**config.mk**
```make
export PLATFORM = sky130hd
export DESIGN_NAME = pss_supervisor
export DESIGN_NICKNAME = d
export VERILOG_FILES = /design/src/rtl/pss_pkg.sv /design/src/rtl/pss_sync.sv /design/src/rtl/pss_dline.sv /design/src/rtl/pss_supervisor.sv
export VERILOG_INCLUDE_DIRS = /design/src /design/src/rtl
export SDC_FILE = /design/constraint.sdc
export NUM_CORES = 1
export LEC_CHECK = 0
export ABC_AREA = 1
export BUFFER_PORTS_ARGS = -buffer_cell sky130_fd_sc_hd__buf_2
export CAP_MARGIN = 25
export CORE_UTILIZATION = 57
export CTS_CLUSTER_SIZE = 40
export DETAILED_ROUTE_END_ITERATION = 7
export PLACE_DENSITY = 0.9
export SYNTH_ARGS = -nofsm -noshare
export SYNTH_HDL_FRONTEND = slang
export SYNTH_SLANG_ARGS = --single-unit
export TNS_END_PERCENT = 10
```
**constraint.sdc**
```tcl
create_clock -name aclk -period 4.6 [get_ports aclk]
set_clock_uncertainty 0.2 [all_clocks]
set_input_delay 0.92 -clock aclk [delete_from_list [all_inputs] [get_ports aclk]]
set_output_delay 0.92 -clock aclk [all_outputs]
set_load 0.005 [all_outputs]
```
**src/rtl/pss_map.svh**
```systemverilog
/*
 Register offsets, field positions, reset values and timing counts of the source supervisor.
 Assumes a 125 MHz aclk; included by bare name.
*/
`ifndef PSS_MAP_SVH
`define PSS_MAP_SVH

// AXI4-Lite byte offsets
`define PSS_OFF_CTRL    8'h00
`define PSS_OFF_TARGET  8'h04
`define PSS_OFF_STATUS  8'h08
`define PSS_OFF_FAULT   8'h0c
`define PSS_OFF_OUTS    8'h10

// Control fields
`define PSS_CTRL_SLEW_LO   0
`define PSS_CTRL_COMP_LO   2
`define PSS_CTRL_ADV       4
`define PSS_CTRL_PROG      5
`define PSS_CTRL_HVSIG     6

// Reset values: slew code 3 = 83 mV/ms, comp code 2 = 100 mV/A, 3 A advertisement
`define PSS_SLEW_RST   2'h3
`define PSS_COMP_RST   2'h2
`define PSS_ADV_RST    1'h1
`define PSS_CTRL_RST   32'h0000_001b

// Supply target in 20 mV steps; 5.12 V = 256 steps, 5 V = 250 steps
`define PSS_TGT_DEF    10'h100
`define PSS_TGT_5V     10'h0fa

// Timing
`define PSS_CLK_MHZ        125
`define PSS_RESTORE_NS     80
`define PSS_RESTORE_CYC    ((`PSS_RESTORE_NS * `PSS_CLK_MHZ + 999) / 1000)

`endif

```
**src/rtl/pss_pkg.sv**
```systemverilog
/*
 Types of the source supervisor.
 Assumes nothing beyond a SystemVerilog compiler.
*/
package pss_pkg;

   typedef enum logic [3:0] {
      CC_UNATTACHED = 4'b0001,
      CC_ATTACH_WAIT = 4'b0010,
      CC_ATTACHED   = 4'b0100,
      CC_DETACHING  = 4'b1000
   } pss_cc_e;

   typedef enum logic [2:0] {
      DL_DIVIDER   = 3'b001,
      DL_DEDICATED = 3'b010,
      DL_HIGH_V    = 3'b100
   } pss_dl_e;

endpackage

```
**src/rtl/pss_sync.sv**
```systemverilog
/*
 Two-flop synchroniser for a vector of pin levels.
 Assumes inputs asynchronous to aclk.
*/
`timescale 1ns/1ps
`default_nettype none

module pss_sync #(
   parameter int W = 8
) (
   // Clock and reset
   input  wire logic         aclk,
   input  wire logic         aresetn,
   // Levels
   input  wire logic [W-1:0] din,
   output logic      [W-1:0] dout
);

   logic [W-1:0] meta;

   always_ff @(posedge aclk) begin
      if (!aresetn) begin
         meta <= '0;
         dout <= '0;
      end else begin
         meta <= din;
         dout <= meta;
      end
   end

endmodule

`default_nettype wire

```
**src/rtl/pss_dline.sv**
```systemverilog
/*
 Data-line charging mode machine: divider, dedicated and high voltage modes.
 Assumes synchronised comparator inputs and a clear level held while unattached or while a fault is flagged.
*/
`timescale 1ns/1ps
`default_nettype none

module pss_dline (
   // Clock and reset
   input  wire logic       aclk,
   input  wire logic       aresetn,
   input  wire logic       restart,
   // Line comparators, synchronised
   input  wire logic       dp_below_sel,
   input  wire logic       dm_below_sel,
   input  wire logic       detect_done,
   // Controls
   output logic            line_src_en,
   output logic            line_short_resistor,
   output logic            high_voltage_charge_mode,
   output logic [1:0]      hv_sub_mode
);

   pss_pkg::pss_dl_e state;

   always_ff @(posedge aclk) begin
      if (!aresetn || restart) begin
         state <= pss_pkg::DL_DIVIDER;
      end else begin
         unique case (state)
            // leave divider mode
            pss_pkg::DL_DIVIDER: begin
               if (dp_below_sel || dm_below_sel) begin
                  state <= pss_pkg::DL_DEDICATED;
               end
            end
            // signal high voltage entry
            pss_pkg::DL_DEDICATED: begin
               if (detect_done) begin
                  state <= pss_pkg::DL_HIGH_V;
               end
            end
            pss_pkg::DL_HIGH_V: begin
            end
         endcase
      end
   end

   always_ff @(posedge aclk) begin
      if (!aresetn || restart) begin
         line_src_en              <= 1'b1;
         line_short_resistor      <= 1'b0;
         high_voltage_charge_mode <= 1'b0;
         hv_sub_mode              <= 2'h0;
      end else begin
         // drive 2.7 V in divider
         line_src_en              <= (state == pss_pkg::DL_DIVIDER);
         // short lines in dedicated
         line_short_resistor      <= (state == pss_pkg::DL_DEDICATED);
         high_voltage_charge_mode <= (state == pss_pkg::DL_HIGH_V);
         // track line states
         hv_sub_mode              <= (state == pss_pkg::DL_HIGH_V) ?
                                     {dp_below_sel, dm_below_sel} : 2'h0;
      end
   end

   // exit on pulled line
   a_divider_exit : assert property (@(posedge aclk) disable iff (!aresetn || restart)
      state == pss_pkg::DL_DIVIDER && (dp_below_sel || dm_below_sel)
      |=> state == pss_pkg::DL_DEDICATED)
      else $error("divider mode not left");
   // sources off when shorted
   a_short_exclusive : assert property (@(posedge aclk) disable iff (!aresetn)
      !(line_src_en && line_short_resistor))
      else $error("line sources and short both on");

endmodule

`default_nettype wire

```
**src/rtl/pss_supervisor.sv**
```systemverilog
/*
 Digital supervision of a USB Type-C power source: attach, bleeders, slew and
 compensation selection, fault trips with auto restore, data-line charge modes.
 Assumes analog comparators on pins (synchronised here) and an AXI4-Lite master.
*/
// The implementer's own choices: the AXI4-Lite slave port and the address map.
`timescale 1ns/1ps
`default_nettype none
`include "pss_map.svh"

// Functional notes
// Four slew rates, 83 mV/ms after reset
// Compensation only at 5 V, no programmable offer
// Compensation slope 0/50/100/150, default 100
// Source-only terminations, 1.5 A or 3 A
// Route only active CC pin to signalling
// Attach only when bus inside vSafe0V
// Bus bleeder on detach or lowered contract
// Supply bleeder on detach or lowered target
// Supply over-voltage opens switch, auto restore
// Supply under-voltage opens switch, auto restore
// Over-current opens switch, auto restore
// Fast over-current opens switch at once
// Thermal trip restores below hysteresis point
// Divider mode exits when line pulled low
// Dedicated mode shorts lines, sources off
// Signal high voltage mode, track lines
// Current sense feeds three functions
// Unattached target is 5.12 V
// Thermal trip point is 140 C
// Per-source flags; restore before switch closes
module pss_supervisor (
   // Clock and reset
   input  wire logic        aclk,
   input  wire logic        aresetn,
   // AXI4-Lite write address, data and response
   input  wire logic [7:0]  s_axi_awaddr,
   input  wire logic        s_axi_awvalid,
   output logic             s_axi_awready,
   input  wire logic [31:0] s_axi_wdata,
   input  wire logic [3:0]  s_axi_wstrb,
   input  wire logic        s_axi_wvalid,
   output logic             s_axi_wready,
   output logic [1:0]       s_axi_bresp,
   output logic             s_axi_bvalid,
   input  wire logic        s_axi_bready,
   // AXI4-Lite read
   input  wire logic [7:0]  s_axi_araddr,
   input  wire logic        s_axi_arvalid,
   output logic             s_axi_arready,
   output logic [31:0]      s_axi_rdata,
   output logic [1:0]       s_axi_rresp,
   output logic             s_axi_rvalid,
   input  wire logic        s_axi_rready,
   // Comparator pins, asynchronous
   input  wire logic        cc1_sink_seen,
   input  wire logic        cc2_sink_seen,
   input  wire logic        vbus_safe0v,
   input  wire logic        vbus_at_target,
   input  wire logic        vin_at_target,
   input  wire logic        vin_over,
   input  wire logic        vin_under,
   input  wire logic        iout_over,
   input  wire logic        iout_fast_over,
   input  wire logic        temp_over_trip,
   input  wire logic        temp_below_hys,
   input  wire logic        dp_below_sel,
   input  wire logic        dm_below_sel,
   input  wire logic        detect_done,
   // Analog controls
   output logic             load_switch_on,
   output logic             cc_source_en,
   output logic             three_amp_advertisement,
   output logic             cc1_to_bmc,
   output logic             cc2_to_bmc,
   output logic             vbus_bleed_en,
   output logic             vin_bleed_en,
   output logic [1:0]       slew_sel,
   output logic [1:0]       comp_sel,
   output logic             comp_en,
   output logic [9:0]       vin_target,
   output logic             iout_cc_reg_en,
   output logic             line_src_en,
   output logic             line_short_resistor,
   output logic             high_voltage_charge_mode,
   output logic [1:0]       hv_sub_mode
);

   localparam int NS = 14;

   logic [NS-1:0]    pin_s;
   logic             cc1_s, cc2_s, safe0_s, vbus_ok_s, vin_ok_s;
   logic             ov_s, uv_s, oc_s, foc_s, tt_s, thys_s, dp_s, dm_s, done_s;
   logic [31:0]      ctrl;
   logic [9:0]       contract_target;
   logic [4:0]       fault;
   logic             any_fault, restart, restore_busy;
   logic [7:0]       restore_cnt;
   pss_pkg::pss_cc_e cc_state;
   logic             orient_cc2;
   logic             aw_held, w_held;
   logic [7:0]       aw_addr;
   logic [31:0]      w_data;
   logic [3:0]       w_strb;
   logic [31:0]      next_rdata;
   logic             vin_lowering, vbus_lowering;

   pss_sync #(.W(NS)) u_sync (
      .aclk   (aclk),
      .aresetn(aresetn),
      .din    ({cc1_sink_seen, cc2_sink_seen, vbus_safe0v, vbus_at_target, vin_at_target,
                vin_over, vin_under, iout_over, iout_fast_over, temp_over_trip,
                temp_below_hys, dp_below_sel, dm_below_sel, detect_done}),
      .dout   (pin_s)
   );
   assign {cc1_s, cc2_s, safe0_s, vbus_ok_s, vin_ok_s, ov_s, uv_s, oc_s, foc_s,
           tt_s, thys_s, dp_s, dm_s, done_s} = pin_s;

   // AXI4-Lite write: address and data taken in either order, then response
   always_ff @(posedge aclk) begin
      if (!aresetn) begin
         aw_held      <= 1'b0;
         w_held       <= 1'b0;
         aw_addr      <= 8'h00;
         w_data       <= 32'h0000_0000;
         w_strb       <= 4'h0;
         s_axi_bvalid <= 1'b0;
         s_axi_bresp  <= 2'h0;
      end else begin
         if (s_axi_awvalid && s_axi_awready) begin
            aw_held <= 1'b1;
            aw_addr <= s_axi_awaddr;
         end
         if (s_axi_wvalid && s_axi_wready) begin
            w_held <= 1'b1;
            w_data <= s_axi_wdata;
            w_strb <= s_axi_wstrb;
         end
         if (aw_held && w_held && !s_axi_bvalid) begin
            aw_held      <= 1'b0;
            w_held       <= 1'b0;
            s_axi_bvalid <= 1'b1;
            s_axi_bresp  <= (aw_addr == `PSS_OFF_CTRL || aw_addr == `PSS_OFF_TARGET ||
                             aw_addr == `PSS_OFF_STATUS || aw_addr == `PSS_OFF_FAULT ||
                             aw_addr == `PSS_OFF_OUTS) ? 2'h0 : 2'h2;
         end else if (s_axi_bvalid && s_axi_bready) begin
            s_axi_bvalid <= 1'b0;
         end
      end
   end

   always_ff @(posedge aclk) begin
      if (!aresetn) begin
         s_axi_awready <= 1'b0;
         s_axi_wready  <= 1'b0;
      end else begin
         s_axi_awready <= !aw_held && !(s_axi_awvalid && s_axi_awready) && !s_axi_bvalid;
         s_axi_wready  <= !w_held && !(s_axi_wvalid && s_axi_wready) && !s_axi_bvalid;
      end
   end

   // Control register; a fault restore puts every setting back to its default
   always_ff @(posedge aclk) begin
      if (!aresetn || restart) begin
         // R1 83 mV/ms default
         // R3 100 mV/A default
         // R4 3 A default
         ctrl            <= `PSS_CTRL_RST;
         contract_target <= `PSS_TGT_DEF;
      end else if (aw_held && w_held && !s_axi_bvalid) begin
         if (aw_addr == `PSS_OFF_CTRL) begin
            for (int b = 0; b < 4; b++) begin
               if (w_strb[b]) begin
                  ctrl[b*8 +: 8] <= w_data[b*8 +: 8] & (b == 0 ? 8'h7f : 8'h00);
               end
            end
         end else if (aw_addr == `PSS_OFF_TARGET && w_strb[0] && w_strb[1]) begin
            contract_target <= w_data[9:0];
         end
      end
   end

   // AXI4-Lite read
   always_comb begin
      unique case (s_axi_araddr)
         `PSS_OFF_CTRL:   next_rdata = ctrl;
         `PSS_OFF_TARGET: next_rdata = {22'h0, contract_target};
         `PSS_OFF_STATUS: next_rdata = {24'h0, cc_state, orient_cc2, restore_busy,
                                        load_switch_on, high_voltage_charge_mode};
         `PSS_OFF_FAULT:  next_rdata = {27'h0, fault};
         `PSS_OFF_OUTS:   next_rdata = {26'h0, vbus_bleed_en, vin_bleed_en, comp_en,
                                        hv_sub_mode, line_short_resistor};
         default:         next_rdata = 32'h0000_0000;
      endcase
   end

   always_ff @(posedge aclk) begin
      if (!aresetn) begin
         s_axi_arready <= 1'b0;
         s_axi_rvalid  <= 1'b0;
         s_axi_rdata   <= 32'h0000_0000;
         s_axi_rresp   <= 2'h0;
      end else begin
         s_axi_arready <= !s_axi_rvalid && !(s_axi_arvalid && s_axi_arready);
         if (s_axi_arvalid && s_axi_arready) begin
            s_axi_rvalid <= 1'b1;
            s_axi_rdata  <= next_rdata;
            s_axi_rresp  <= (s_axi_araddr <= `PSS_OFF_OUTS && s_axi_araddr[1:0] == 2'h0)
                            ? 2'h0 : 2'h2;
         end else if (s_axi_rvalid && s_axi_rready) begin
            s_axi_rvalid <= 1'b0;
         end
      end
   end

   // per-source flags
   always_ff @(posedge aclk) begin
      if (!aresetn) begin
         fault <= 5'h00;
      end else begin
         // over-voltage
         fault[0] <= ov_s;
         // under-voltage, only once the supply is expected up
         fault[1] <= uv_s && cc_state == pss_pkg::CC_ATTACHED;
         // over-current
         fault[2] <= oc_s;
         // fast over-current
         fault[3] <= foc_s;
         // thermal trip with hysteresis
         if (tt_s) begin
            fault[4] <= 1'b1;
         end else if (thys_s) begin
            fault[4] <= 1'b0;
         end
      end
   end
   assign any_fault = |fault;

   // restore defaults before reclosing
   always_ff @(posedge aclk) begin
      if (!aresetn) begin
         restore_cnt  <= 8'h00;
         restore_busy <= 1'b0;
      end else if (any_fault) begin
         restore_cnt  <= 8'(`PSS_RESTORE_CYC);
         restore_busy <= 1'b1;
      end else if (restore_cnt != 8'h00) begin
         restore_cnt <= restore_cnt - 8'h01;
      end else begin
         restore_busy <= 1'b0;
      end
   end
   assign restart = any_fault;

   // Attach machine
   always_ff @(posedge aclk) begin
      if (!aresetn || restart) begin
         cc_state   <= pss_pkg::CC_UNATTACHED;
         orient_cc2 <= 1'b0;
      end else begin
         unique case (cc_state)
            pss_pkg::CC_UNATTACHED: begin
               if (cc1_s || cc2_s) begin
                  cc_state   <= pss_pkg::CC_ATTACH_WAIT;
                  orient_cc2 <= cc2_s && !cc1_s;
               end
            end
            // wait for vSafe0V
            pss_pkg::CC_ATTACH_WAIT: begin
               if (!(cc1_s || cc2_s)) begin
                  cc_state <= pss_pkg::CC_UNATTACHED;
               end else if (safe0_s) begin
                  cc_state <= pss_pkg::CC_ATTACHED;
               end
            end
            pss_pkg::CC_ATTACHED: begin
               if (!(orient_cc2 ? cc2_s : cc1_s)) begin
                  cc_state <= pss_pkg::CC_DETACHING;
               end
            end
            pss_pkg::CC_DETACHING: begin
               if (safe0_s) begin
                  cc_state <= pss_pkg::CC_UNATTACHED;
               end
            end
         endcase
      end
   end

   assign vin_lowering  = contract_target < vin_target;
   assign vbus_lowering = cc_state == pss_pkg::CC_ATTACHED && vin_lowering;

   always_ff @(posedge aclk) begin
      if (!aresetn || restart) begin
         vin_target    <= `PSS_TGT_DEF;
         vbus_bleed_en <= 1'b0;
         vin_bleed_en  <= 1'b0;
      end else begin
         // R18 5.12 V when unattached
         vin_target    <= (cc_state == pss_pkg::CC_ATTACHED) ? contract_target : `PSS_TGT_DEF;
         // bus bleeder
         vbus_bleed_en <= (cc_state == pss_pkg::CC_DETACHING && !safe0_s) ||
                          (vbus_lowering && !vbus_ok_s);
         // supply bleeder
         vin_bleed_en  <= (cc_state == pss_pkg::CC_DETACHING && !vin_ok_s) ||
                          (vin_lowering && !vin_ok_s);
      end
   end

   always_ff @(posedge aclk) begin
      if (!aresetn) begin
         load_switch_on          <= 1'b0;
         cc_source_en            <= 1'b0;
         three_amp_advertisement <= `PSS_ADV_RST;
         cc1_to_bmc              <= 1'b0;
         cc2_to_bmc              <= 1'b0;
         slew_sel                <= `PSS_SLEW_RST;
         comp_sel                <= `PSS_COMP_RST;
         comp_en                 <= 1'b0;
         iout_cc_reg_en          <= 1'b0;
      end else begin
         // switch closes only fault-free
         load_switch_on <= !any_fault && !restore_busy && cc_state == pss_pkg::CC_ATTACHED;
         // source terminations only
         cc_source_en            <= 1'b1;
         three_amp_advertisement <= ctrl[`PSS_CTRL_ADV];
         // one pin to signalling
         cc1_to_bmc <= cc_state == pss_pkg::CC_ATTACHED && !orient_cc2;
         cc2_to_bmc <= cc_state == pss_pkg::CC_ATTACHED && orient_cc2;
         // slew select
         slew_sel <= ctrl[`PSS_CTRL_SLEW_LO +: 2];
         // slope select
         comp_sel <= ctrl[`PSS_CTRL_COMP_LO +: 2];
         // compensation gating
         comp_en  <= vin_target == `PSS_TGT_5V && !ctrl[`PSS_CTRL_PROG];
         // constant-current loop
         iout_cc_reg_en <= cc_state == pss_pkg::CC_ATTACHED;
      end
   end

   pss_dline u_dline (
      .aclk                    (aclk),
      .aresetn                 (aresetn),
      .restart                 (restart || cc_state == pss_pkg::CC_UNATTACHED),
      .dp_below_sel            (dp_s),
      .dm_below_sel            (dm_s),
      .detect_done             (done_s),
      .line_src_en             (line_src_en),
      .line_short_resistor     (line_short_resistor),
      .high_voltage_charge_mode(high_voltage_charge_mode),
      .hv_sub_mode             (hv_sub_mode)
   );

   // no attach without vSafe0V
   a_attach_safe0 : assert property (@(posedge aclk) disable iff (!aresetn || restart)
      cc_state == pss_pkg::CC_ATTACH_WAIT && !safe0_s |=> cc_state != pss_pkg::CC_ATTACHED)
      else $error("attached without vSafe0V");
   // exclusive routing
   a_bmc_onehot : assert property (@(posedge aclk) disable iff (!aresetn)
      !(cc1_to_bmc && cc2_to_bmc))
      else $error("both CC pins routed");
   // switch opens on fault
   a_switch_fault : assert property (@(posedge aclk) disable iff (!aresetn)
      any_fault |=> !load_switch_on [*2])
      else $error("switch closed during fault");
   // fast trip response
   a_fast_trip : assert property (@(posedge aclk) disable iff (!aresetn)
      foc_s |=> fault[3] ##1 !load_switch_on)
      else $error("fast over-current slow");
   // compensation off with programmable offer
   a_comp_prog : assert property (@(posedge aclk) disable iff (!aresetn)
      $past(ctrl[`PSS_CTRL_PROG]) |-> !comp_en)
      else $error("compensation with programmable offer");
   // thermal hold until hysteresis
   a_thermal_hold : assert property (@(posedge aclk) disable iff (!aresetn)
      fault[4] && !tt_s && !thys_s |=> fault[4])
      else $error("thermal released early");
   // default target
   a_default_tgt : assert property (@(posedge aclk) disable iff (!aresetn || restart)
      cc_state == pss_pkg::CC_UNATTACHED |=> vin_target == `PSS_TGT_DEF)
      else $error("unattached target wrong");
   // detach bleeder
   a_detach_bleed : assert property (@(posedge aclk) disable iff (!aresetn || restart)
      cc_state == pss_pkg::CC_DETACHING && !safe0_s |=> vbus_bleed_en)
      else $error("bus bleeder off on detach");

endmodule

`default_nettype wire

```
==> results of run 1 <==
[final cells by class]
cell class	count	share of cell area [%]
Clock inverter	9	2.33
Inverter	116	6.68
Multi-Input combinational cell	450	33.8
Timing Repair Buffer	94	7.21
Tap cell	129	2.46
Sequential cell	134	40.9
Clock buffer	22	6.60
[worst paths after layout]
kind | from | to | slack (ps)
worst max-delay path | vin_target[8] | vin_target[8] | 2470
worst min-delay path | u_sync.meta[11] | u_sync.dout[11] | 210
worst max register to register | cc_state[0] | vin_target[8] | 2710
worst min register to register | u_sync.meta[11] | u_sync.dout[11] | 210
[through the flow]
stage	hold WS, ps	area [um2]	worst slack [ps]
2_1_floorplan	190	5600	2650
6_report	210	6560	2470
5_1_grt	232	6560	2440
4_1_cts	211	6560	2450
3_3_place_gp	195	5970	2300
3_5_place_dp	197	5970	2260
[power breakdown]
part / total (mW) / internal, mW / leakage, nW / switching [mW]
Combinational: 0.445 / 0.160 / 1.93 / 0.284
Clock: 1.34 / 0.875 / 0.287 / 0.465
Sequential: 1.30 / 1.24 / 1.10 / 0.0576
Total: 3.09 / 2.28 / 3.31 / 0.807
[cell families after synthesis]
family | count (synthesis) | share of synthesized area (%)
XOR/XNOR | 5 | 0.795
flip-flops | 134 | 48.7
buffers and inverters | 155 | 12.6
other | 1 | 0.0681
adder cells (fa/ha/maj) | 10 | 2.27
AND/OR/NAND/NOR | 323 | 26.6
AO/OA/AOI/OAI | 88 | 8.93
[routing by layer]
metal,track usage (%),part of all wire (%),vias to the layer above
li1,-,-,2375
met1,31.0,44,2036
met2,39.8,46,201
met3,5.99,7.7,18
met4,10.0,1.9,0
met5,0,0,-
[flip-flops by register name (all words and copies together), names as in the netlist, 4 cells and up]
| signal | flops |
|---|---|
| w_data | 10 |
| fault | 5 |
| contract_target | 10 |
| ctrl | 7 |
| restore_cnt | 8 |
| s_axi_rdata | 10 |
| aw_addr | 8 |
| cc_state | 4 |
| u_sync.meta | 14 |
| vin_target | 10 |
| u_sync.dout | 14 |
[placed cells by master (no fill, tap or decap), types with 5 or more instances in the layout]
master	n
sky130_fd_sc_hd__nand2_1	150
sky130_fd_sc_hd__dfxtp_1	134
sky130_fd_sc_hd__inv_1	105
sky130_fd_sc_hd__buf_2	93
sky130_fd_sc_hd__nor2_1	77
sky130_fd_sc_hd__a21oi_1	44
sky130_fd_sc_hd__nand3_1	42
sky130_fd_sc_hd__o21ai_0	30
sky130_fd_sc_hd__conb_1	24
sky130_fd_sc_hd__clkbuf_16	16
sky130_fd_sc_hd__nor2_2	12
sky130_fd_sc_hd__ha_1	10
sky130_fd_sc_hd__inv_2	9
sky130_fd_sc_hd__nor3_1	9
sky130_fd_sc_hd__nor2_4	6
sky130_fd_sc_hd__nand4_1	5
sky130_fd_sc_hd__or2_2	5
sky130_fd_sc_hd__clkbuf_1	5
==> results.py, run 1 <==
metrics = {
    "outcome": {
        "status": "finished clean",
    },
    "timing": {
        "finalCritPeriodShare_pct": 46.4,
        "drv_slew": 0,
        "maxClockFrequency_mhz": 469,
        "unrepaired_setup_endpoints_after_global_routing": "false",
        "final.min_clock_period_ps": 2130,
        "hold_viol_final": 0,
        "setup_viol_count_final": 0,
        "fin_setup_tns_ps": 0,
        "timing_worst_slew_pin_value_ps": 640,
        "relative_slew_slack_pct": 57.0,
    },
    "critical_path": {
        "crit_required_ps": 3480,
        "timing.critical_path.cells": "buf_2",
        "critPathLaunchType": "flip-flop",
        "r2r_cells": 5,
        "end_kind": "output port",
        "timing.critical_path.slowest_stage_cell": "sky130_fd_sc_hd__dfxtp_1",
        "critPathBufInv": 1,
        "cpPeakStageDelay_ps": 370,
        "cpLargestDelayFamily": "flip-flops",
        "worst-path-stages": 1,
        "worst-endpoint-arrival_ps": 1010,
        "timing.critical_path.fanout_max": 3,
        "critPathKind": "reg -> out",
    },
    "finish": {
        "area_growth_syn_to_layout_pct": 19.1,
        "post_route_cells_drive_above_1_share_pct": 20.4,
        "antenna-diode-count": 0,
        "register_area_um2": 2680,
        "utilization_pct": 70.6,
        "fin_cells": 954,
        "multiInputGateArea_um2": 2220,
        "fillCellCount": 736,
        "number_of_nets_in_the_layout": 896,
    },
    "logic_synthesis": {
        "synth.top_cells.by_count": "sky130_fd_sc_hd__nand2_1 (150), sky130_fd_sc_hd__dfxtp_1 (134), sky130_fd_sc_hd__inv_1 (105)",
        "synth_top_cell_by_area": "sky130_fd_sc_hd__dfxtp_1",
        "synth_async_sr_flop_share_pct": 0,
        "ys_types": 41,
        "yosys-top-cells-area": "sky130_fd_sc_hd__dfxtp_1 (49%), sky130_fd_sc_hd__nand2_1 (10%), sky130_fd_sc_hd__inv_1 (7.2%), sky130_fd_sc_hd__nor2_1 (5.2%), sky130_fd_sc_hd__a21oi_1 (4.0%)",
        "synth_warnings": 0,
        "syn-cell-area_um2": 5510,
        "yosysMostFrequentCell": "sky130_fd_sc_hd__nand2_1",
        "cell_count_after_synthesis": 716,
        "area_share_of_the_largest_cell_type_after_synthesis_pct": 48.7,
        "ys_ff_latch": 134,
        "average_instance_area_after_synthesis_um2": 7.69,
        "ys_seq_area_share_pct": 48.7,
        "ys.flop_type": "sky130_fd_sc_hd__dfxtp_1",
        "synth_enable_flop_cells": 0,
    },
    "floorplanning": {
        "die-height_um": 100,
        "top_ports": 142,
        "die_x_um": 100,
        "die_area_um2": 10100,
        "fp-row-count": 35,
        "floorplan.initialDensity_pct": 59.3,
        "core_region_area_um2": 9280,
    },
    "clocking": {
        "tritoncts.num_buffers": 17,
        "cts_tree": "yes",
        "cts.sinks": 134,
        "postCtsHoldBufs": 0,
        "clkTransAtPathRegs_ps": 60,
        "clockRootBuffer": "sky130_fd_sc_hd__clkbuf_8",
        "cts-root-to-sink-buffers": 2,
        "cts_setup_buffers": 0,
        "worstSkewPairLatency_ps": 510,
        "post_cts_resized": 0,
        "ctsHtreeMaxLevel": 4,
    },
    "global_routing": {
        "grt.overflow.total": 0,
        "antenna_found_initial": 0,
        "via_count_of_the_first_global_routing_pass": 4253,
        "globalRouteTotalUtil_pct": 24.4,
        "largest_net_degree_at_the_start_of_global_routing": 61,
        "global_route_wire_length_before_repair_um": 19100,
    },
    "pwr": {
        "power_leakage_nw": 3.31,
        "vdd.ir_drop.worst_mv": 0.242,
        "totalPowerFinal_mw": 3.09,
        "cellPowerDensity_nw_per_um2": 471,
    },
    "hold_path": {
        "timing.hold.worst.class": "reg -> reg",
        "cell_depth_of_the_worst_min_delay_path": 2,
    },
    "detailed_routing": {
        "vias": 4630,
        "drtPass1Iterations": 6,
        "post-route-drc-count": 0,
        "viasPerCell": 4.85,
        "ant_nets": 0,
        "routedWlPerCell_um": 12.1,
        "route.final.wire_length_um": 11600,
        "first_iter_violations": 267,
    },
    "placed_design": {
        "hpwlAfterDp_um": 8120,
        "finalWeightedCongestion": 0.953,
        "place.detailed.instances": 923,
        "place.port_buffers": 93,
    },
    "flow_run": {
        "max-cap-violations": 0,
    },
}
Note: power is estimated with default switching activity, not from simulation.
==> run 2, diff against run 1 <==
Settings changed: CORE_UTILIZATION 57 to 53, PLACE_DENSITY 0.9 to 0.85.
Clock period 4.6 ns to 2 ns, I/O delays scaled along.
==> run 2 against run 1 <==
  * Worst setup slack worse by 2200 ps
  * Non-clock buffer count is 39 higher
  * Register-to-register slack worse by 2400 ps
  * Design area is 5.9% higher
  * Clock-buffer cell count is 1 lower
  * Flip-flop and latch count stayed put
  * Sequential power is 130% higher
  * Total power is 130% higher
  * Combinational power is 140% higher
  * First-iteration DRC count is 8.6% higher
  * Critical endpoint is now vin_target[8]
  * Largest cell class unchanged
==> results.py, run 2 (same netlist as run 1, synthesis figures left out) <==
metrics = {
    "critical_path": {
        "end_kind": "flip-flop",
        "crit_required_ps": 2210,
        "worst-endpoint-arrival_ps": 1940,
        "critPathKind": "reg -> reg",
        "timing.critical_path.fanout_max": 7,
        "critPathLaunchType": "flip-flop",
    },
    "pwr": {
        "totalPowerFinal_mw": 7.11,
        "power.combinational.fraction_pct": 15.3,
        "cellInternalPower_mw": 5.18,
        "cellPowerDensity_nw_per_um2": 1020,
        "power_leakage_nw": 3.47,
        "vdd.ir_drop.worst_mv": 0.590,
        "switch_share_pct": 27.1,
        "clock_power_share_pct": 42.6,
        "power.sequential.fraction_pct": 42.1,
        "power.net_switching_mw": 1.93,
    },
    "finish": {
        "finish.instance_area_um2": 6950,
        "area_growth_syn_to_layout_pct": 26.1,
        "number_of_nets_in_the_layout": 935,
        "post_route_cells_drive_above_1_share_pct": 20.7,
        "final_cell_mix": "sky130_fd_sc_hd__nand2_1 (150), sky130_fd_sc_hd__dfxtp_1 (134), sky130_fd_sc_hd__inv_1 (105), sky130_fd_sc_hd__buf_2 (93), sky130_fd_sc_hd__nor2_1 (77)",
        "layout.cells.most_common": "sky130_fd_sc_hd__nand2_1",
        "top_regs": "u_sync.dout (14), u_sync.meta (14)",
        "antenna-diode-count": 0,
    },
    "global_routing": {
        "antenna_found_initial": 0,
        "largest_net_degree_at_the_start_of_global_routing": 61,
        "via_count_of_the_first_global_routing_pass": 4450,
        "globalRouteTotalUtil_pct": 24.0,
        "grt.overflow.total": 0,
        "global_route_wire_length_before_repair_um": 20600,
    },
    "detailed_routing": {
        "post-route-drc-count": 0,
        "first_iter_violations": 290,
        "drtPass1Iterations": 5,
        "routedWlPerCell_um": 12.5,
        "route.final.wire_length_um": 12500,
        "viasPerCell": 4.88,
        "ant_nets": 0,
        "vias": 4875,
    },
    "timing": {
        "timing_worst_slew_pin_value_ps": 766,
        "setup_viol_count_final": 0,
        "fin_setup_tns_ps": 0,
        "finalCritPeriodShare_pct": 86.6,
        "drv_slew": 0,
        "relative_slew_slack_pct": 48.5,
        "fin_hold_ws_ps": 34.9,
        "maxClockFrequency_mhz": 578,
        "unrepaired_setup_endpoints_after_global_routing": "false",
        "final.min_clock_period_ps": 1730,
        "hold_viol_final": 0,
    },
    "floorplanning": {
        "die_x_um": 104,
        "die_area_um2": 10800,
        "core_region_area_um2": 9910,
        "floorplan.initialDensity_pct": 55.6,
        "die-height_um": 104,
        "top_ports": 142,
        "fp-row-count": 36,
    },
    "placed_design": {
        "detailed_place.area_um2": 6020,
        "place.port_buffers": 93,
        "hpwlAfterDp_um": 8330,
        "finalWeightedCongestion": 0.861,
    },
    "outcome": {
        "status": "finished clean",
    },
    "clocking": {
        "ctsHtreeMaxLevel": 4,
        "clockRootBuffer": "sky130_fd_sc_hd__clkbuf_8",
        "postCtsHoldBufs": 34,
        "tritoncts.num_buffers": 17,
        "cts.sinks": 134,
        "cts_setup_buffers": 0,
        "worstSkewPairLatency_ps": 520,
        "post_cts_resized": 0,
        "cts_tree": "yes",
        "cts-root-to-sink-buffers": 2,
        "clkTransAtPathRegs_ps": 60,
    },
    "hold_path": {
        "timing.hold.worst.class": "in -> reg",
    },
    "flow_run": {
        "max-cap-violations": 0,
    },
}
[run 2: changes by cell type in the layout (fill, tap and decap cells not counted), sizes merged]
cell	delta
clkbuf	-1
buf	+5
dlygate4sd3	+34
bufinv	-2
clkinv	-1
clkinvlp	+4
inv	+1
[run 2: layer usage]
layer / vias to the layer above / GRT usage (%) / share of wire, %
met2: 224 / 41.4 / 48
met3: 29 / 6.83 / 7.7
met1: 2158 / 28.3 / 42
li1: 2464 / - / -
met4: 0 / 8.88 / 2.1
met5: - / 0 / 0
[run 2: critical path: stages, from the launching register on]
cell	delay [ps]
sky130_fd_sc_hd__dfxtp_1	360
sky130_fd_sc_hd__nor2_2	170
sky130_fd_sc_hd__nand3_1	150
sky130_fd_sc_hd__nor2_2	180
sky130_fd_sc_hd__nand2_1	260
sky130_fd_sc_hd__or2_1	290
[run 2: layout make-up]
type                            instances  area, um2
Clock buffer                           21        469
Clock inverter                         11        123
Fill cell                             781       2960
Inverter                              116        438
Multi-Input combinational cell        450       2220
Sequential cell                       134       2680
Tap cell                              133        166
Timing Repair Buffer                  133        851
[run 2: worst paths after layout]
check / start / end / slack (ps) / depth (start not counted)
worst max-delay path: cc_state[0] / vin_target[8] / 270 / 5
worst min-delay path: s_axi_wdata[5] / w_data[5] / 30 / 3
worst max register to register: cc_state[0] / vin_target[8] / 270 / 5
worst min register to register: u_sync.meta[4] / u_sync.dout[4] / 210 / 2
[run 2: metrics by stage]
step / setup WS (ps) / instances / utilization (%)
2_1_floorplan: 545 / 739 / -
3_5_place_dp: 317 / 932 / 60.7
3_3_place_gp: 355 / 932 / 60.7
4_1_cts: 296 / 998 / 70.1
6_report: 269 / 998 / 70.1
5_1_grt: 162 / 998 / 70.1
[run 2: power groups by stage]
stage,logic (mW),clock network [mW],registers (mW)
after floorplan,0.828,0,3.02
after detailed placement,1.01,0,3.04
after global routing,1.22,3.20,3.01
after global placement,0.978,0,3.03
final,1.09,3.03,2.99
after CTS,1.08,3.06,2.99
==> run 3, diff against run 2 <==
Settings changed: ABC_AREA 1 to not set, CORE_UTILIZATION 53 to 52, PLACE_DENSITY 0.85 to 0.84, SETUP_SLACK_MARGIN set to 0.4.
==> run 3 against run 2 <==
  * The flow now finishes with violations (setup timing)
  * Design area is 6.4% higher
  * Utilization is 5.9 points higher
  * Critical path depth is 1 lower
  * Sequential share of layout area is 1.6 points lower
  * Critical endpoint is now vbus_bleed_en
  * Wire length is 28% higher
  * Register-to-register slack worse by 290 ps
  * Synthesized cell count is 22% lower
  * Flip-flop and latch count stayed put
==> results.py, run 3 <==
metrics = {
    "outcome": {
        "status": "finished, violations left",
        "failed_checks": "setup timing",
    },
    "finish": {
        "area_growth_syn_to_layout_pct": 42.0,
        "antenna-diode-count": 0,
        "utilization_pct": 76.0,
        "layout.cells.most_common": "sky130_fd_sc_hd__dfxtp_1",
        "fillCellCount": 579,
        "number_of_nets_in_the_layout": 797,
        "finish.instance_area_um2": 7390,
        "top_regs": "u_sync.dout (14), u_sync.meta (14)",
        "final_cell_mix": "sky130_fd_sc_hd__dfxtp_1 (93), sky130_fd_sc_hd__buf_2 (78), sky130_fd_sc_hd__nand2_1 (50), sky130_fd_sc_hd__and2_1 (41), sky130_fd_sc_hd__dfxtp_2 (39)",
        "post_route_cells_drive_above_1_share_pct": 35.1,
    },
    "global_routing": {
        "global_route_wire_length_before_repair_um": 22000,
        "globalRouteTotalUtil_pct": 28.6,
        "largest_net_degree_at_the_start_of_global_routing": 52,
        "antenna_found_initial": 0,
        "grt.overflow.total": 0,
        "via_count_of_the_first_global_routing_pass": 4398,
    },
    "timing": {
        "relative_slew_slack_pct": 63.7,
        "fin_hold_ws_ps": 13.8,
        "drv_slew": 0,
        "setup_viol_count_final": 1,
        "unrepaired_setup_endpoints_after_global_routing": "true",
        "hold_viol_final": 0,
        "finalCritPeriodShare_pct": 101,
        "timing_worst_slew_pin_value_ps": 544,
        "finalWorstSetupSlack_ps": -25.1,
        "maxClockFrequency_mhz": 494,
        "final.min_clock_period_ps": 2030,
    },
    "pwr": {
        "vdd.ir_drop.worst_mv": 0.665,
        "cellPowerDensity_nw_per_um2": 988,
        "totalPowerFinal_mw": 7.30,
        "power_leakage_nw": 3.04,
    },
    "logic_synthesis": {
        "cell_count_after_synthesis": 558,
        "ys_ff_latch": 134,
        "ys.flop_type": "sky130_fd_sc_hd__dfxtp_1",
        "synth_enable_flop_cells": 0,
        "area_share_of_the_largest_cell_type_after_synthesis_pct": 51.5,
        "average_instance_area_after_synthesis_um2": 9.33,
        "simple_logic_cell_fraction_of_the_synthesized_area_pct": 22.6,
        "synth_async_sr_flop_share_pct": 0,
        "synth_xor_xnor_area_share_pct": 1.18,
        "synth_warnings": 0,
        "syn-cell-area_um2": 5210,
        "synth-compound-area-share_pct": 9.47,
        "main_combinational_cell_family_by_area_after_synthesis": "simple AND/OR/NAND/NOR gates",
        "ys_types": 45,
        "yosys-top-cells-area": "sky130_fd_sc_hd__dfxtp_1 (52%), sky130_fd_sc_hd__mux2i_1 (5.8%), sky130_fd_sc_hd__and2_1 (5.3%), sky130_fd_sc_hd__a21oi_1 (4.0%), sky130_fd_sc_hd__nand2_1 (4.0%)",
        "yosysMostFrequentCell": "sky130_fd_sc_hd__dfxtp_1",
        "synth.top_cells.by_count": "sky130_fd_sc_hd__dfxtp_1 (134), sky130_fd_sc_hd__nand2_1 (55), sky130_fd_sc_hd__and2_1 (44)",
        "synthesized_area_fraction_occupied_by_adder_cells_pct": 2.40,
        "fraction_of_synthesized_area_in_multiplexers_pct": 5.77,
        "ys_seq_area_share_pct": 51.5,
        "synth_top_cell_by_area": "sky130_fd_sc_hd__dfxtp_1",
    },
    "floorplanning": {
        "die_x_um": 102,
        "core_region_area_um2": 9730,
        "fp-row-count": 36,
        "die-height_um": 102,
        "floorplan.initialDensity_pct": 53.5,
        "top_ports": 142,
        "die_area_um2": 10400,
    },
    "critical_path": {
        "timing.critical_path.cells": "or4b_4 > or4_1 > or3_1 > a21oi_1",
        "end_kind": "flip-flop",
        "critPathLaunchType": "flip-flop",
        "cpLargestDelayFamily": "simple AND/OR/NAND/NOR gates",
        "critPathBufInv": 0,
        "crit_required_ps": 2270,
        "timing.critical_path.fanout_max": 2,
        "worst-endpoint-arrival_ps": 2300,
        "critPathLaunch": "cc_state[3]",
        "timing.critical_path.slowest_stage_cell": "sky130_fd_sc_hd__or4b_4",
        "timing.rr.start": "cc_state[3]",
        "cpPeakStageDelay_ps": 530,
        "critPathKind": "reg -> reg",
    },
    "clocking": {
        "worstSkewPairLatency_ps": 540,
        "ctsHtreeMaxLevel": 4,
        "cts_tree": "yes",
        "clockRootBuffer": "sky130_fd_sc_hd__clkbuf_8",
        "cts-root-to-sink-buffers": 2,
        "clkTransAtPathRegs_ps": 60,
        "cts.sinks": 134,
        "tritoncts.num_buffers": 17,
    },
    "placed_design": {
        "detailed_place.area_um2": 5920,
        "hpwlAfterDp_um": 8660,
        "finalWeightedCongestion": 0.850,
        "post-place-ws_ps": -80.5,
        "place.port_buffers": 93,
    },
    "hold_path": {
        "min_from": "s_axi_awvalid",
        "timing.hold.worst.class": "in -> reg",
    },
    "detailed_routing": {
        "first_iter_violations": 353,
        "route.final.wire_length_um": 16000,
        "viasPerCell": 5.69,
        "ant_nets": 0,
        "vias": 4895,
        "drtPass1Iterations": 5,
        "post-route-drc-count": 0,
        "routedWlPerCell_um": 18.6,
    },
    "flow_run": {
        "max-cap-violations": 0,
    },
}
==> run 3: changes by cell type in the layout (fill, tap and decap cells not counted), moves of 28 or more <==
cell	change
sky130_fd_sc_hd__inv_1	-89
sky130_fd_sc_hd__nor2_1	-42
sky130_fd_sc_hd__dfxtp_2	+39
sky130_fd_sc_hd__dfxtp_1	-41
sky130_fd_sc_hd__nand3_1	-28
sky130_fd_sc_hd__mux2i_1	+30
sky130_fd_sc_hd__nand2_1	-100
sky130_fd_sc_hd__and2_1	+41
==> run 3: logic make-up (layout without fill, tap and decap cells) <==
logic type | after synthesis | count (layout)
buffers and inverters | 69 | 215
AOI/OAI and AO/OA | 86 | 86
DFF | 134 | 134
muxes | 30 | 30
other | 1 | 24
adders and majority gates | 10 | 10
and+or+nand+nor | 221 | 221
xor gates and xnor gates | 7 | 7
==> run 3: metal layers <==
metal  up-vias  GRT usage (%)  routed length, um  part of all wire [%]
li1       2182              -                  -                     -
met5         -              0                  0                     0
met2       305           48.6               7790                    49
met1      2309           33.8               5960                    37
met3        99           7.11               1260                   7.9
met4         0           14.2                966                   6.0
==> run 3: power breakdown <==
| part | switching (mW) | internal, mW | total [mW] |
|---|---|---|---|
| Combinational | 0.647 | 0.506 | 1.15 |
| Sequential | 0.150 | 2.82 | 2.97 |
| Clock | 1.18 | 1.99 | 3.18 |
| Total | 1.98 | 5.32 | 7.30 |
==> run 3: final timing paths <==
path                                 endpoint  slack [ps]  cells after the start
worst max-delay path            vbus_bleed_en         -30                      4
worst min register to register   vin_bleed_en         220                      1
worst max register to register  vbus_bleed_en         -30                      4
worst min-delay path               aw_addr[7]          10                      3
==> run 3: area by class of cell <==
cell class	count	area [um2]	share of cell area, %
Tap cell	133	166	2.25
Clock inverter	12	151	2.05
Sequential cell	134	2740	37.1
Multi-Input combinational cell	378	2560	34.7
Inverter	17	63.8	0.863
Timing Repair Buffer	166	1250	17.0
Clock buffer	20	455	6.16
==> run 3: worst min-delay path: cells and delay by family <==
kind,cells,cell delay [ps]
AOI/OAI and AO/OA,1,60
buffers and inverters,1,160
and+or+nand+nor,1,90
==> run 3: through the flow <==
stage,TNS [ps],instances
2_1_floorplan,-175,581
3_3_place_gp,-4.25,788
3_5_place_dp,-558,788
4_1_cts,-20.1,859
5_1_grt,-233,860
6_report,-25.1,860
==> run 3: repair_timing <==
item,CTS,global route
hold endpoints to repair,36,0
resized for setup,79,53
setup endpoints to repair,80,87
pin swaps,52,41
setup buffers,2,0
cloned,0,1
hold buffers,37,0
